File: config.mk
export PLATFORM = sky130hd
export DESIGN_NAME = osc_ctrl
export DESIGN_NICKNAME = d
export VERILOG_FILES = /design/src/core/osc_pkg.sv /design/src/core/osc_ctrl.sv /design/src/core/osc_cell.sv
export VERILOG_INCLUDE_DIRS = /design/src /design/src/core
export SDC_FILE = /design/constraint.sdc
export NUM_CORES = 1
export LEC_CHECK = 0
export BUFFER_PORTS_ARGS = -buffer_cell sky130_fd_sc_hd__buf_2
export CAP_MARGIN = 20
export CORE_MARGIN = 2
export CORE_UTILIZATION = 40
export DETAILED_ROUTE_END_ITERATION = 7
export SLEW_MARGIN = 25
export SYNTH_ARGS = -nofsm -noshare
export SYNTH_HDL_FRONTEND = slang
export SYNTH_SLANG_ARGS = --single-unit
File: constraint.sdc
create_clock -name aclk -period 5.49 [get_ports aclk]
set_clock_uncertainty 0.15 [all_clocks]
set_input_delay 0.8235 -clock aclk [delete_from_list [all_inputs] [get_ports aclk]]
set_output_delay 0.8235 -clock aclk [all_outputs]
set_load 0.01 [all_outputs]
File: src/core/osc_consts.svh
// Constants for the observation scan cell controller: register offsets,
// field positions, reset values and signature taps.
// Assumes inclusion by bare name from the controller module and the bench.
// Operation
// Per-cycle on: cells observe every shift and capture
// Per-cycle off: cells observe only at capture
// Dynamic enable is static enable AND sequencer
// Dynamic low in warm-up and first shift-in
// Shift: load si, or d xor si
// No shift: load d, or d xor q
// Observe enable gates observation independently
// Begin above zero adds one flush pattern
// Delay control postpones signature start one pattern
// Cells form their own dedicated chain
// Shadow-cone cells capture only at capture
// Observe enable low: plain scan cell
`ifndef OSC_CONSTS_SVH
`define OSC_CONSTS_SVH

`define OSC_AW          8
`define OSC_OFF_CTRL    8'h00
`define OSC_OFF_WARMUP  8'h04
`define OSC_OFF_BEGIN   8'h08
`define OSC_OFF_PATS    8'h0c
`define OSC_OFF_SHLEN   8'h10
`define OSC_OFF_STATUS  8'h14
`define OSC_OFF_SIG     8'h18
`define OSC_OFF_PATIDX  8'h1c

`define OSC_CTRL_STATIC 0
`define OSC_CTRL_OPE    1
`define OSC_CTRL_DELAY  2
`define OSC_CTRL_START  3

`define OSC_ST_BUSY     0
`define OSC_ST_DONE     1
`define OSC_ST_DYN      2
`define OSC_ST_SHIFT    3

`define OSC_RST_WARMUP  16'h0000
`define OSC_RST_BEGIN   16'h0000
`define OSC_RST_PATS    16'h0001
`define OSC_RST_SHLEN   16'h0008
`define OSC_RST_SIG     32'h0000_0000

`define OSC_RESP_OKAY   2'b00
`define OSC_RESP_SLVERR 2'b10

`define OSC_SIG_TAPS    32'h8020_0003

`endif

File: src/core/osc_pkg.sv
// Types shared by the observation scan controller and its cells.
// Assumes osc_consts.svh is on the include path.
`default_nettype none
package osc_pkg;
    typedef enum logic [3:0] {
        OSC_IDLE  = 4'b0001,
        OSC_SHIFT = 4'b0010,
        OSC_CAPT  = 4'b0100,
        OSC_UNLD  = 4'b1000
    } osc_state_type;

    typedef struct packed {
        logic sig_delay;
        logic observe_point_enable;
        logic static_en;
    } osc_ctrl_type;
endpackage : osc_pkg
`default_nettype wire

File: src/core/osc_ctrl.sv
// Observation scan controller: AXI4-Lite registers, pattern sequencer,
// per-cycle enable gating, a dedicated cell chain and a signature register.
// Assumes observed nodes and chain input come from logic on aclk.
`timescale 1ns/1ps
`default_nettype none
`include "osc_consts.svh"
module osc_ctrl
    import osc_pkg::*;
#(
    parameter int               NCELL       = 8,
    parameter int               CW          = 16,
    parameter logic [NCELL-1:0] SHADOW_MASK = '0
)
(
    // Clock and reset
    input  wire logic               aclk,
    input  wire logic               aresetn,
    // AXI4-Lite write address
    input  wire logic [`OSC_AW-1:0] s_axi_awaddr,
    input  wire logic [2:0]         s_axi_awprot,
    input  wire logic               s_axi_awvalid,
    output logic                    s_axi_awready,
    // AXI4-Lite write data
    input  wire logic [31:0]        s_axi_wdata,
    input  wire logic [3:0]         s_axi_wstrb,
    input  wire logic               s_axi_wvalid,
    output logic                    s_axi_wready,
    // AXI4-Lite write response
    output logic [1:0]              s_axi_bresp,
    output logic                    s_axi_bvalid,
    input  wire logic               s_axi_bready,
    // AXI4-Lite read address
    input  wire logic [`OSC_AW-1:0] s_axi_araddr,
    input  wire logic [2:0]         s_axi_arprot,
    input  wire logic               s_axi_arvalid,
    output logic                    s_axi_arready,
    // AXI4-Lite read data
    output logic [31:0]             s_axi_rdata,
    output logic [1:0]              s_axi_rresp,
    output logic                    s_axi_rvalid,
    input  wire logic               s_axi_rready,
    // Observed design nodes and chain input
    input  wire logic [NCELL-1:0]   obs_node,
    input  wire logic               obs_chain_si,
    // Test controls and results
    output logic                    scan_shift_enable,
    output logic                    percycle_static_en,
    output logic                    percycle_dyn_en,
    output logic                    sig_accum_en,
    output logic                    obs_chain_so,
    output logic [NCELL-1:0]        obs_q
);
    osc_ctrl_type    ctrl_q;
    logic [CW-1:0]   warm_q;
    logic [CW-1:0]   begin_q;
    logic [CW-1:0]   pats_q;
    logic [CW-1:0]   shlen_q;
    logic            start_q;
    logic            done_q;
    logic [31:0]     sig_q;

    logic [`OSC_AW-1:0] awaddr_q;
    logic [31:0]     wdata_q;
    logic [3:0]      wstrb_q;
    logic            awready_q;
    logic            wready_q;
    logic            bvalid_q;
    logic [1:0]      bresp_q;
    logic            arready_q;
    logic            rvalid_q;
    logic [31:0]     rdata_q;
    logic [1:0]      rresp_q;
    logic            wr_go;
    logic            wr_hit;

    osc_state_type   state_q;
    osc_state_type   state_d;
    logic [CW:0]     pat_q;
    logic [CW:0]     pat_d;
    logic [CW-1:0]   sh_q;
    logic [CW-1:0]   sh_d;
    logic [CW:0]     total;
    logic [CW:0]     reg_start;
    logic [CW:0]     sig_start;
    logic [CW-1:0]   sh_last;
    logic            flush_n;
    logic            run_d;
    logic            shifting_d;
    logic            is_flush_d;
    logic            fsm_ok_d;
    logic            static_d;
    logic            se_q;
    logic            static_q;
    logic            dyn_q;
    logic            misr_q;
    logic [NCELL-1:0] cell_q;

    function automatic logic [31:0] merge(input logic [31:0] old,
                                          input logic [31:0] nw,
                                          input logic [3:0]  strb);
        logic [31:0] r;
        r = old;
        for (int b = 0; b < 4; b++) begin
            if (strb[b]) begin
                r[8*b +: 8] = nw[8*b +: 8];
            end
        end
        return r;
    endfunction : merge

    // Write channel: address and data are taken in either order
    always_ff @(posedge aclk) begin
        if (!aresetn) begin
            awready_q <= 1'b1;
            awaddr_q  <= '0;
        end else if (s_axi_awvalid && awready_q) begin
            awready_q <= 1'b0;
            awaddr_q  <= s_axi_awaddr;
        end else if (bvalid_q && s_axi_bready) begin
            awready_q <= 1'b1;
        end
    end

    always_ff @(posedge aclk) begin
        if (!aresetn) begin
            wready_q <= 1'b1;
            wdata_q  <= '0;
            wstrb_q  <= '0;
        end else if (s_axi_wvalid && wready_q) begin
            wready_q <= 1'b0;
            wdata_q  <= s_axi_wdata;
            wstrb_q  <= s_axi_wstrb;
        end else if (bvalid_q && s_axi_bready) begin
            wready_q <= 1'b1;
        end
    end

    assign wr_go  = !awready_q && !wready_q && !bvalid_q;
    assign wr_hit = (awaddr_q[1:0] == 2'b00)
                 && (awaddr_q <= `OSC_OFF_PATIDX);

    always_ff @(posedge aclk) begin
        if (!aresetn) begin
            bvalid_q <= 1'b0;
            bresp_q  <= `OSC_RESP_OKAY;
        end else if (wr_go) begin
            bvalid_q <= 1'b1;
            bresp_q  <= wr_hit ? `OSC_RESP_OKAY : `OSC_RESP_SLVERR;
        end else if (s_axi_bready) begin
            bvalid_q <= 1'b0;
        end
    end

    // Register writes; read-only offsets accept and ignore data
    always_ff @(posedge aclk) begin
        if (!aresetn) begin
            ctrl_q  <= '0;
            warm_q  <= `OSC_RST_WARMUP;
            begin_q <= `OSC_RST_BEGIN;
            pats_q  <= `OSC_RST_PATS;
            shlen_q <= `OSC_RST_SHLEN;
            start_q <= 1'b0;
        end else begin
            start_q <= 1'b0;
            if (wr_go) begin
                unique case (awaddr_q)
                    `OSC_OFF_CTRL: begin
                        if (wstrb_q[0]) begin
                            ctrl_q.static_en <=
                                wdata_q[`OSC_CTRL_STATIC];
                            ctrl_q.observe_point_enable <=
                                wdata_q[`OSC_CTRL_OPE];
                            ctrl_q.sig_delay <=
                                wdata_q[`OSC_CTRL_DELAY];
                            start_q <= wdata_q[`OSC_CTRL_START]
                                    && state_q == OSC_IDLE;
                        end
                    end
                    `OSC_OFF_WARMUP: warm_q <= CW'(merge(32'(warm_q),
                                               wdata_q, wstrb_q));
                    `OSC_OFF_BEGIN: begin_q <= CW'(merge(32'(begin_q),
                                               wdata_q, wstrb_q));
                    `OSC_OFF_PATS: pats_q <= CW'(merge(32'(pats_q),
                                             wdata_q, wstrb_q));
                    `OSC_OFF_SHLEN: shlen_q <= CW'(merge(32'(shlen_q),
                                               wdata_q, wstrb_q));
                    default: ;
                endcase
            end
        end
    end

    // Read channel: one cycle from address to data
    always_ff @(posedge aclk) begin
        if (!aresetn) begin
            arready_q <= 1'b1;
            rvalid_q  <= 1'b0;
            rdata_q   <= '0;
            rresp_q   <= `OSC_RESP_OKAY;
        end else if (s_axi_arvalid && arready_q) begin
            arready_q <= 1'b0;
            rvalid_q  <= 1'b1;
            rresp_q   <= `OSC_RESP_OKAY;
            rdata_q   <= '0;
            unique case (s_axi_araddr)
                `OSC_OFF_CTRL:   rdata_q <= {29'h0, ctrl_q};
                `OSC_OFF_WARMUP: rdata_q <= 32'(warm_q);
                `OSC_OFF_BEGIN:  rdata_q <= 32'(begin_q);
                `OSC_OFF_PATS:   rdata_q <= 32'(pats_q);
                `OSC_OFF_SHLEN:  rdata_q <= 32'(shlen_q);
                `OSC_OFF_STATUS: rdata_q <= {28'h0, se_q, dyn_q,
                                             done_q,
                                             state_q != OSC_IDLE};
                `OSC_OFF_SIG:    rdata_q <= sig_q;
                `OSC_OFF_PATIDX: rdata_q <= 32'(pat_q);
                default:         rresp_q <= `OSC_RESP_SLVERR;
            endcase
        end else if (rvalid_q && s_axi_rready) begin
            arready_q <= 1'b1;
            rvalid_q  <= 1'b0;
        end
    end

    // Pattern order: warm-ups, optional flush, then regular patterns
    assign flush_n   = (begin_q != '0);
    assign reg_start = {1'b0, warm_q} + {{CW{1'b0}}, flush_n};
    assign total     = reg_start + {1'b0, pats_q};
    assign sig_start = {1'b0, warm_q} + (CW+1)'(1)
                     + {{CW{1'b0}}, ctrl_q.sig_delay};
    // A zero length still shifts once, so the chain always moves
    assign sh_last   = (shlen_q == '0) ? '0 : shlen_q - CW'(1);

    always_comb begin
        state_d = state_q;
        pat_d   = pat_q;
        sh_d    = sh_q;
        unique case (state_q)
            OSC_IDLE: begin
                if (start_q) begin
                    pat_d   = '0;
                    sh_d    = '0;
                    state_d = (total == '0) ? OSC_IDLE : OSC_SHIFT;
                end
            end
            OSC_SHIFT: begin
                sh_d = sh_q + CW'(1);
                if (sh_q == sh_last) begin
                    sh_d    = '0;
                    state_d = OSC_CAPT;
                end
            end
            OSC_CAPT: begin
                pat_d   = pat_q + (CW+1)'(1);
                state_d = (pat_d == total) ? OSC_UNLD : OSC_SHIFT;
            end
            OSC_UNLD: begin
                sh_d = sh_q + CW'(1);
                if (sh_q == sh_last) begin
                    sh_d    = '0;
                    state_d = OSC_IDLE;
                end
            end
            default: state_d = OSC_IDLE;
        endcase
    end

    assign run_d      = (state_d != OSC_IDLE);
    assign shifting_d = (state_d == OSC_SHIFT) || (state_d == OSC_UNLD);
    assign is_flush_d = run_d && pat_d >= {1'b0, warm_q}
                     && pat_d < reg_start;
    // Sequencer term: off in warm-ups, flush, and first shift-in
    assign fsm_ok_d   = run_d && pat_d >= reg_start
                     && !(pat_d == reg_start && shifting_d);
    assign static_d   = ctrl_q.static_en && !is_flush_d;

    always_ff @(posedge aclk) begin
        if (!aresetn) begin
            state_q <= OSC_IDLE;
            pat_q   <= '0;
            sh_q    <= '0;
        end else begin
            state_q <= state_d;
            pat_q   <= pat_d;
            sh_q    <= sh_d;
        end
    end

    // Controls leave from flops aligned with the next state
    always_ff @(posedge aclk) begin
        if (!aresetn) begin
            se_q     <= 1'b0;
            static_q <= 1'b0;
            dyn_q    <= 1'b0;
            misr_q   <= 1'b0;
        end else begin
            se_q     <= shifting_d;
            static_q <= static_d;
            dyn_q    <= static_d && fsm_ok_d;
            misr_q   <= shifting_d && pat_d >= sig_start;
        end
    end

    // Done is sticky; its setting wins over the clear by a new start
    always_ff @(posedge aclk) begin
        if (!aresetn) begin
            done_q <= 1'b0;
        end else if (state_q == OSC_UNLD && state_d == OSC_IDLE) begin
            done_q <= 1'b1;
        end else if (start_q) begin
            done_q <= 1'b0;
        end
    end

    // Signature compaction of the chain output while enabled
    always_ff @(posedge aclk) begin
        if (!aresetn) begin
            sig_q <= `OSC_RST_SIG;
        end else if (start_q) begin
            sig_q <= `OSC_RST_SIG;
        end else if (misr_q) begin
            sig_q <= {sig_q[30:0], ^(sig_q & `OSC_SIG_TAPS)}
                   ^ {31'h0, cell_q[NCELL-1]};
        end
    end

    // Dedicated chain of observation cells only
    for (genvar i = 0; i < NCELL; i++) begin : g_cell
        osc_cell u_cell (
            .aclk                 (aclk),
            .aresetn              (aresetn),
            .scan_shift_enable    (se_q),
            .dyn_en               (dyn_q && !SHADOW_MASK[i]),
            .observe_point_enable (ctrl_q.observe_point_enable),
            .d                    (obs_node[i]),
            .si                   ((i == 0) ? obs_chain_si
                                            : cell_q[(i == 0) ? 0 : i-1]),
            .q                    (cell_q[i])
        );
    end

    // Per-cycle on folds every cycle, off only at capture
    assign percycle_dyn_en    = dyn_q;
    assign percycle_static_en = static_q;
    assign scan_shift_enable  = se_q;
    assign sig_accum_en       = misr_q;
    assign obs_chain_so       = cell_q[NCELL-1];
    assign obs_q              = cell_q;

    assign s_axi_awready = awready_q;
    assign s_axi_wready  = wready_q;
    assign s_axi_bvalid  = bvalid_q;
    assign s_axi_bresp   = bresp_q;
    assign s_axi_arready = arready_q;
    assign s_axi_rvalid  = rvalid_q;
    assign s_axi_rdata   = rdata_q;
    assign s_axi_rresp   = rresp_q;
endmodule : osc_ctrl
`default_nettype wire

File: src/core/osc_cell.sv
// One observation scan cell: a scan flop that can fold its observed node
// into its state. Assumes controls come from flops on the same clock.
`timescale 1ns/1ps
`default_nettype none
module osc_cell
    import osc_pkg::*;
(
    // Clock and reset
    input  wire logic aclk,
    input  wire logic aresetn,
    // Controls
    input  wire logic scan_shift_enable,
    input  wire logic dyn_en,
    input  wire logic observe_point_enable,
    // Data
    input  wire logic d,
    input  wire logic si,
    output logic      q
);
    logic q_d;

    always_comb begin
        if (!observe_point_enable) begin
            q_d = scan_shift_enable ? si : d;
        end else if (scan_shift_enable) begin
            q_d = dyn_en ? (d ^ si) : si;
        end else begin
            q_d = dyn_en ? (d ^ q) : d;
        end
    end

    always_ff @(posedge aclk) begin
        if (!aresetn) begin
            q <= 1'b0;
        end else begin
            q <= q_d;
        end
    end
endmodule : osc_cell
`default_nettype wire

==> results of run 1 <==
metal layers:
metal	share of wire (%)	wire, microns
met4	2.8	1180
met5	0	0
met3	7.5	3150
met2	44	18500
met1	46	19200
cell type report:
type                    count  area [sq um]
well taps                 448           561
inverters                  48           180
clock buffers              32           724
flip-flops and latches    215          4310
multi-input cells        1283          8460
fillers                  3369         18300
clock inverters            14           179
repair buffers            123           677
cells by family after synthesis:
kind of cell	share of synthesized area, %
AOI/OAI and AO/OA	19.6
xor gates and xnor gates	5.88
adders and majority gates	6.92
buffers and inverters	5.53
DFF	31.9
muxes	6.13
other	0.0278
and+or+nand+nor	24.0
worst min-delay path by stage:
| stage | endpoint | depth (start not counted) | start |
|---|---|---|---|
| global placement | awaddr_q[0]$_SDFFE_PN0P_ | 2 | awaddr_q[0]$_SDFFE_PN0P_ |
| floorplan | wstrb_q[0]$_SDFFE_PN0P_ | 2 | wstrb_q[0]$_SDFFE_PN0P_ |
| global route | awaddr_q[0]$_SDFFE_PN0P_ | 2 | awaddr_q[0]$_SDFFE_PN0P_ |
| detailed placement | awaddr_q[0]$_SDFFE_PN0P_ | 2 | awaddr_q[0]$_SDFFE_PN0P_ |
| CTS | awaddr_q[0]$_SDFFE_PN0P_ | 2 | awaddr_q[0]$_SDFFE_PN0P_ |
| finish | awaddr_q[5]$_SDFFE_PN0P_ | 2 | awaddr_q[5]$_SDFFE_PN0P_ |
worst max-delay path, cell delays in order (launching register included):
cell and delay, ns:
dfxtp_1 0.32, nor4_1 0.39, buf_4 0.19, nand4_1 0.13
ha_1 0.25, ha_1 0.25, and2_0 0.29, and3_1 0.26
xnor2_1 0.16, ha_1 0.42, nand4_1 0.14, or3_1 0.39
a311oi_1 0.23, buf_4 0.17, xnor2_1 0.15, nor4bb_1 0.33
buf_4 0.20, a31oi_1 0.15, or2_1 0.33, a21oi_1 0.17
power breakdown:
| part | leakage [nW] | internal, mW | switching [mW] | total (mW) |
|---|---|---|---|---|
| Clock | 0.445 | 1.12 | 0.703 | 1.82 |
| Sequential | 1.74 | 1.58 | 0.0302 | 1.61 |
| Combinational | 3.72 | 0.0534 | 0.0850 | 0.138 |
| Total | 5.90 | 2.75 | 0.818 | 3.57 |
per-stage QoR:
stage               total power [mW]  util (%)  instances
floorplan                       1.72         -       1671
global placement                1.78      42.5       2117
detailed placement              1.78      42.5       2117
CTS                             3.60      45.2       2163
global route                    3.69      45.2       2163
finish                          3.57      45.2       2163
flip-flops by register name (all words and copies together), names as in the netlist, 2 cells and up:
name             flops
shlen_q             16
awaddr_q             8
sh_q                16
g_cell.u_cell.q      8
pat_q               17
wstrb_q              2
warm_q              16
s_axi_rdata         32
ctrl_q               3
wdata_q             16
sig_q               32
begin_q             16
pats_q              16
state_q              4
synth_stat cells, drive strengths merged (12+ instances only):
| library cell | number | share of area, % |
|---|---|---|
| nand2b | 12 | 0.56 |
| xnor2 | 62 | 4.0 |
| o21ai | 72 | 2.7 |
| a21oi | 65 | 2.4 |
| nand4 | 25 | 1.2 |
| nor2 | 92 | 2.6 |
| nor3 | 26 | 0.97 |
| nor4 | 16 | 0.74 |
| ha | 73 | 6.8 |
| xor2 | 26 | 1.7 |
| and2 | 49 | 2.3 |
| a31oi | 21 | 0.97 |
| mux2i | 77 | 5.7 |
| clkbuf | 100 | 2.8 |
| a22oi | 38 | 2.1 |
| inv | 47 | 1.3 |
| nand2 | 233 | 6.5 |
| nand3 | 66 | 2.4 |
| o31ai | 16 | 0.89 |
| and3 | 28 | 1.3 |
| dfxtp | 215 | 32 |
| buf | 25 | 1.4 |
| nor2b | 66 | 3.1 |
| a21o | 17 | 0.95 |
| a21boi | 62 | 3.5 |
==> flow_summary.toml, run 1 <==
[run_status]
status = "finished, final reports clean"

[sta]
tns_ns = 0
tightest_slew_ns = 1.11
holdWs_ns = 0.316
period_share_pct = 93.9
final_hold_viol_count = 0
relSlewSlack_pct = 24.3
min_period_ns = 5.15
timing.final.ws_setup_ns = 0.335
rsz0062_at_grt = "no"
slew_violations = 0
max_freq_mhz = 194
setup_viol = 0

[clocking]
cts-root-buf = "clkbuf_16"
clk_latency_ns = 0.55
htreeDepth = 1
path_clk_slew_ns = 0.06
cts.sinks = 215
clockBufferDepth = 3
cts_tree = "yes"
cts_resized = 0
cts_made_buffers = 26
cts.hold.buffers_added = 0
post-cts-setup-buffers = 0

[routing]
vias = 12300
drtPass1Iterations = 7
drcViolationCount = 0
drt_wl_total_microns = 42000
drt_iter0_drc = 1301
wire_per_inst_microns = 19.4
ant_nets = 0
vias_per_cell = 5.71

[floorplanning]
die_h_microns = 188
initial_core_util_pct = 40.4
die_area_sq_mm = 0.0352
die-width_microns = 188
placementRows = 67
ios = 128
coreArea_sq_mm = 0.0334

[placed_design]
dpl_cell_area_sq_mm = 0.0142
dpl.hpwl_microns = 31500
gp_congestion = 0.871
numPortBuffers = 101
pre_cts_ws_ns = 0.430

[synth]
yosysUniqueCellTypes = 84
synth_area_sq_mm = 0.0135
synth_edf_count = 0
ys_ff_latch = 215
synthFlopType = "dfxtp_1"
synth_cells = 1670
synthArstFlopShare_pct = 0
ys_seq_area_share_pct = 31.9
synth_warnings = 0
avgSynthCellArea_sq_um = 8.07

[critical_path]
worstReg2RegEnd = "percycle_static_en$_SDFF_PN0_"
endpoint = "percycle_static_en$_SDFF_PN0_"
startpoint_type = "flip-flop"
cp-startpoint = "begin_q[11]$_SDFFE_PN0P_"
reg2reg_slack_ns = 0.34
worstPathRequired_ns = 5.80
worstPathArrival_ns = 5.46
timing_worst_setup_path_type = "flip-flop to flip-flop"
rr_startpoint = "begin_q[11]$_SDFFE_PN0P_"
worstPathMaxFanout = 6
end_kind = "flip-flop"
r2r_cells = 19

[global_route]
grtUsageMet3_pct = 4.14
grt_pass1_wl_microns = 65400
grt_pass1_vias = 11400
grt_antenna_before_repair = 0
grt-busiest-layer = "met2"
grtUsageMet1_pct = 32.5
grt_max_degree = 127
grtUsageMet2_pct = 36.4
grt_usage_pct = 23.2
grt.overflow.total = 0

[min_path]
hold_class = "flip-flop to flip-flop"

[layout]
final_cell_mix = "nand2_1 (233), dfxtp_1 (213), buf_2 (100)"
diodes = 0
drive_above_1_share_pct = 11.0
layout.nets = 1845
final_area_sq_mm = 0.0151
area_growth_pct = 11.9
final_common_cell = "nand2_1"

[pwr]
power.leakage_nw = 5.90
p_per_area_mw_per_mm2 = 237
peakVddDrop_uv = 195

[run]
drv_cap = 0
No activity file was read; power rests on OpenSTA's default activity.
==> inputs of run 2 (changes only) <==
--- a/config.mk
+++ b/config.mk
@@ -10,7 +10,9 @@
 export CAP_MARGIN = 20
 export CORE_MARGIN = 2
 export CORE_UTILIZATION = 40
+export CTS_CLUSTER_DIAMETER = 100
 export DETAILED_ROUTE_END_ITERATION = 7
+export RECOVER_POWER = 50
 export SLEW_MARGIN = 25
 export SYNTH_ARGS = -nofsm -noshare
 export SYNTH_HDL_FRONTEND = slang
==> run 2 against run 1 <==
The flow now finishes with violations (capacitance limit, slew limit). Worst hold slack improved by 0.0018 ns. Cell count unchanged. Global-route usage unchanged. Critical path type unchanged. Largest cell class unchanged.
==> flow_summary.toml, run 2 (same netlist as run 1, synthesis figures left out) <==
[run_status]
status = "complete, but fails checks"
violations = "capacitance limit, slew limit"

[sta]
tightest_slew_ns = 2.50
period_share_pct = 94.2
final_hold_viol_count = 0
max_freq_mhz = 193
relSlewSlack_pct = -66.8
setup_viol = 0
tns_ns = 0
rsz0062_at_grt = "no"
slew_violations = 195
min_period_ns = 5.17

[global_route]
grt_pass1_wl_microns = 65400
grt_antenna_before_repair = 0
grt_max_degree = 127
grt_usage_pct = 23.2
grt.overflow.total = 0
grt_pass1_vias = 11400

[clocking]
post-cts-setup-buffers = 0
cts_made_buffers = 26
clockBufferDepth = 3
htreeDepth = 1
cts.sinks = 215
cts.hold.buffers_added = 0
cts_tree = "yes"
clk_latency_ns = 0.55
cts_resized = 0
path_clk_slew_ns = 0.06
cts-root-buf = "clkbuf_16"

[floorplanning]
initial_core_util_pct = 40.4
die_area_sq_mm = 0.0352
ios = 128
die_h_microns = 188
placementRows = 67
coreArea_sq_mm = 0.0334
die-width_microns = 188

[routing]
drcViolationCount = 0
ant_nets = 0
vias = 12400
vias_per_cell = 5.72
wire_per_inst_microns = 19.4
drtPass1Iterations = 6
drt_iter0_drc = 1331
drt_wl_total_microns = 42100

[placed_design]
numPortBuffers = 101
gp_congestion = 0.871
dpl.hpwl_microns = 31500

[run]
drv_cap = 2

[pwr]
p_total_mw = 3.57
p_per_area_mw_per_mm2 = 238
peakVddDrop_uv = 195
power.leakage_nw = 5.69

[layout]
layout.nets = 1845
drive_above_1_share_pct = 7.99
fill_cells = 3400
final_common_cell = "nand2_1"
final_cell_mix = "nand2_1 (233), dfxtp_1 (213), nor2_1 (91)"
area_growth_pct = 11.4
diodes = 0

[min_path]
holdPathEnd = "awaddr_q[5]$_SDFFE_PN0P_"
min-delay-start = "awaddr_q[5]$_SDFFE_PN0P_"
min_path_cells = 2
hold_class = "flip-flop to flip-flop"

[critical_path]
startpoint_type = "flip-flop"
rr_startpoint = "begin_q[11]$_SDFFE_PN0P_"
end_kind = "flip-flop"
worstReg2RegEnd = "percycle_static_en$_SDFF_PN0_"
worstPathMaxFanout = 6
r2r_cells = 19
worstPathRequired_ns = 5.79
reg2reg_slack_ns = 0.32
worstPathArrival_ns = 5.47
timing_worst_setup_path_type = "flip-flop to flip-flop"
## run 2: worst max-delay path by stage
stage,to,start,slack [ns],cells after the start
floorplan,percycle_static_en$_SDFF_PN0_,begin_q[11]$_SDFFE_PN0P_,1.43,16
global placement,percycle_static_en$_SDFF_PN0_,begin_q[11]$_SDFFE_PN0P_,0.41,19
finish,percycle_static_en$_SDFF_PN0_,begin_q[11]$_SDFFE_PN0P_,0.32,19
detailed placement,percycle_static_en$_SDFF_PN0_,begin_q[11]$_SDFFE_PN0P_,0.43,19
CTS,percycle_static_en$_SDFF_PN0_,begin_q[11]$_SDFFE_PN0P_,0.38,19
global route,percycle_static_en$_SDFF_PN0_,begin_q[11]$_SDFFE_PN0P_,0.01,18
## run 2: final cells by class
class,instances,area (sq um),share of cell area (%)
well taps,448,561,3.73
repair buffers,123,601,4.00
clock inverters,14,179,1.19
multi-input cells,1283,8460,56.4
clock buffers,32,724,4.82
flip-flops and latches,215,4310,28.7
inverters,48,180,1.20
## run 2: critical path, cell delays in order (launching register included)
cell and delay, ns:
dfxtp_1 0.32, nor4_1 0.43, buf_4 0.20, nand4_1 0.13, ha_1 0.24, ha_1 0.25, and2_0 0.29, and3_1 0.26
xnor2_1 0.16, ha_1 0.42, nand4_1 0.14, or3_1 0.38, a311oi_1 0.23, buf_4 0.17, xnor2_1 0.15, nor4bb_1 0.33
buf_4 0.20, a31oi_1 0.14, or2_1 0.33, a21oi_1 0.16
## run 2: layer usage
layer / routed length [microns] / track usage (%) / up-vias
met5: 0 / 0 / -
met2: 18600 / 36.4 / 437
met4: 1130 / 6.75 / 0
li1: - / - / 5989
met1: 19200 / 32.5 / 5881
met3: 3140 / 4.14 / 71
## run 2: through the flow
stage          worst slack [ns]  hold slack [ns]  area [sq um]  std cells  util (%)
2_1_floorplan              1.43            0.289         13500       1671         -
3_3_place_gp              0.410            0.305         14200       2117      42.5
3_5_place_dp              0.430            0.312         14200       2117      42.5
4_1_cts                   0.376            0.320         15100       2163      45.2
5_1_grt                 0.00963            0.343         15000       2163      45.0
6_report                  0.316            0.318         15000       2163      45.0
## run 2: power breakdown
group | switching [mW] | internal, mW | leakage, nW
Clock | 0.703 | 1.12 | 0.445
Combinational | 0.0850 | 0.0528 | 3.50
Sequential | 0.0308 | 1.58 | 1.74
Total | 0.819 | 2.75 | 5.69
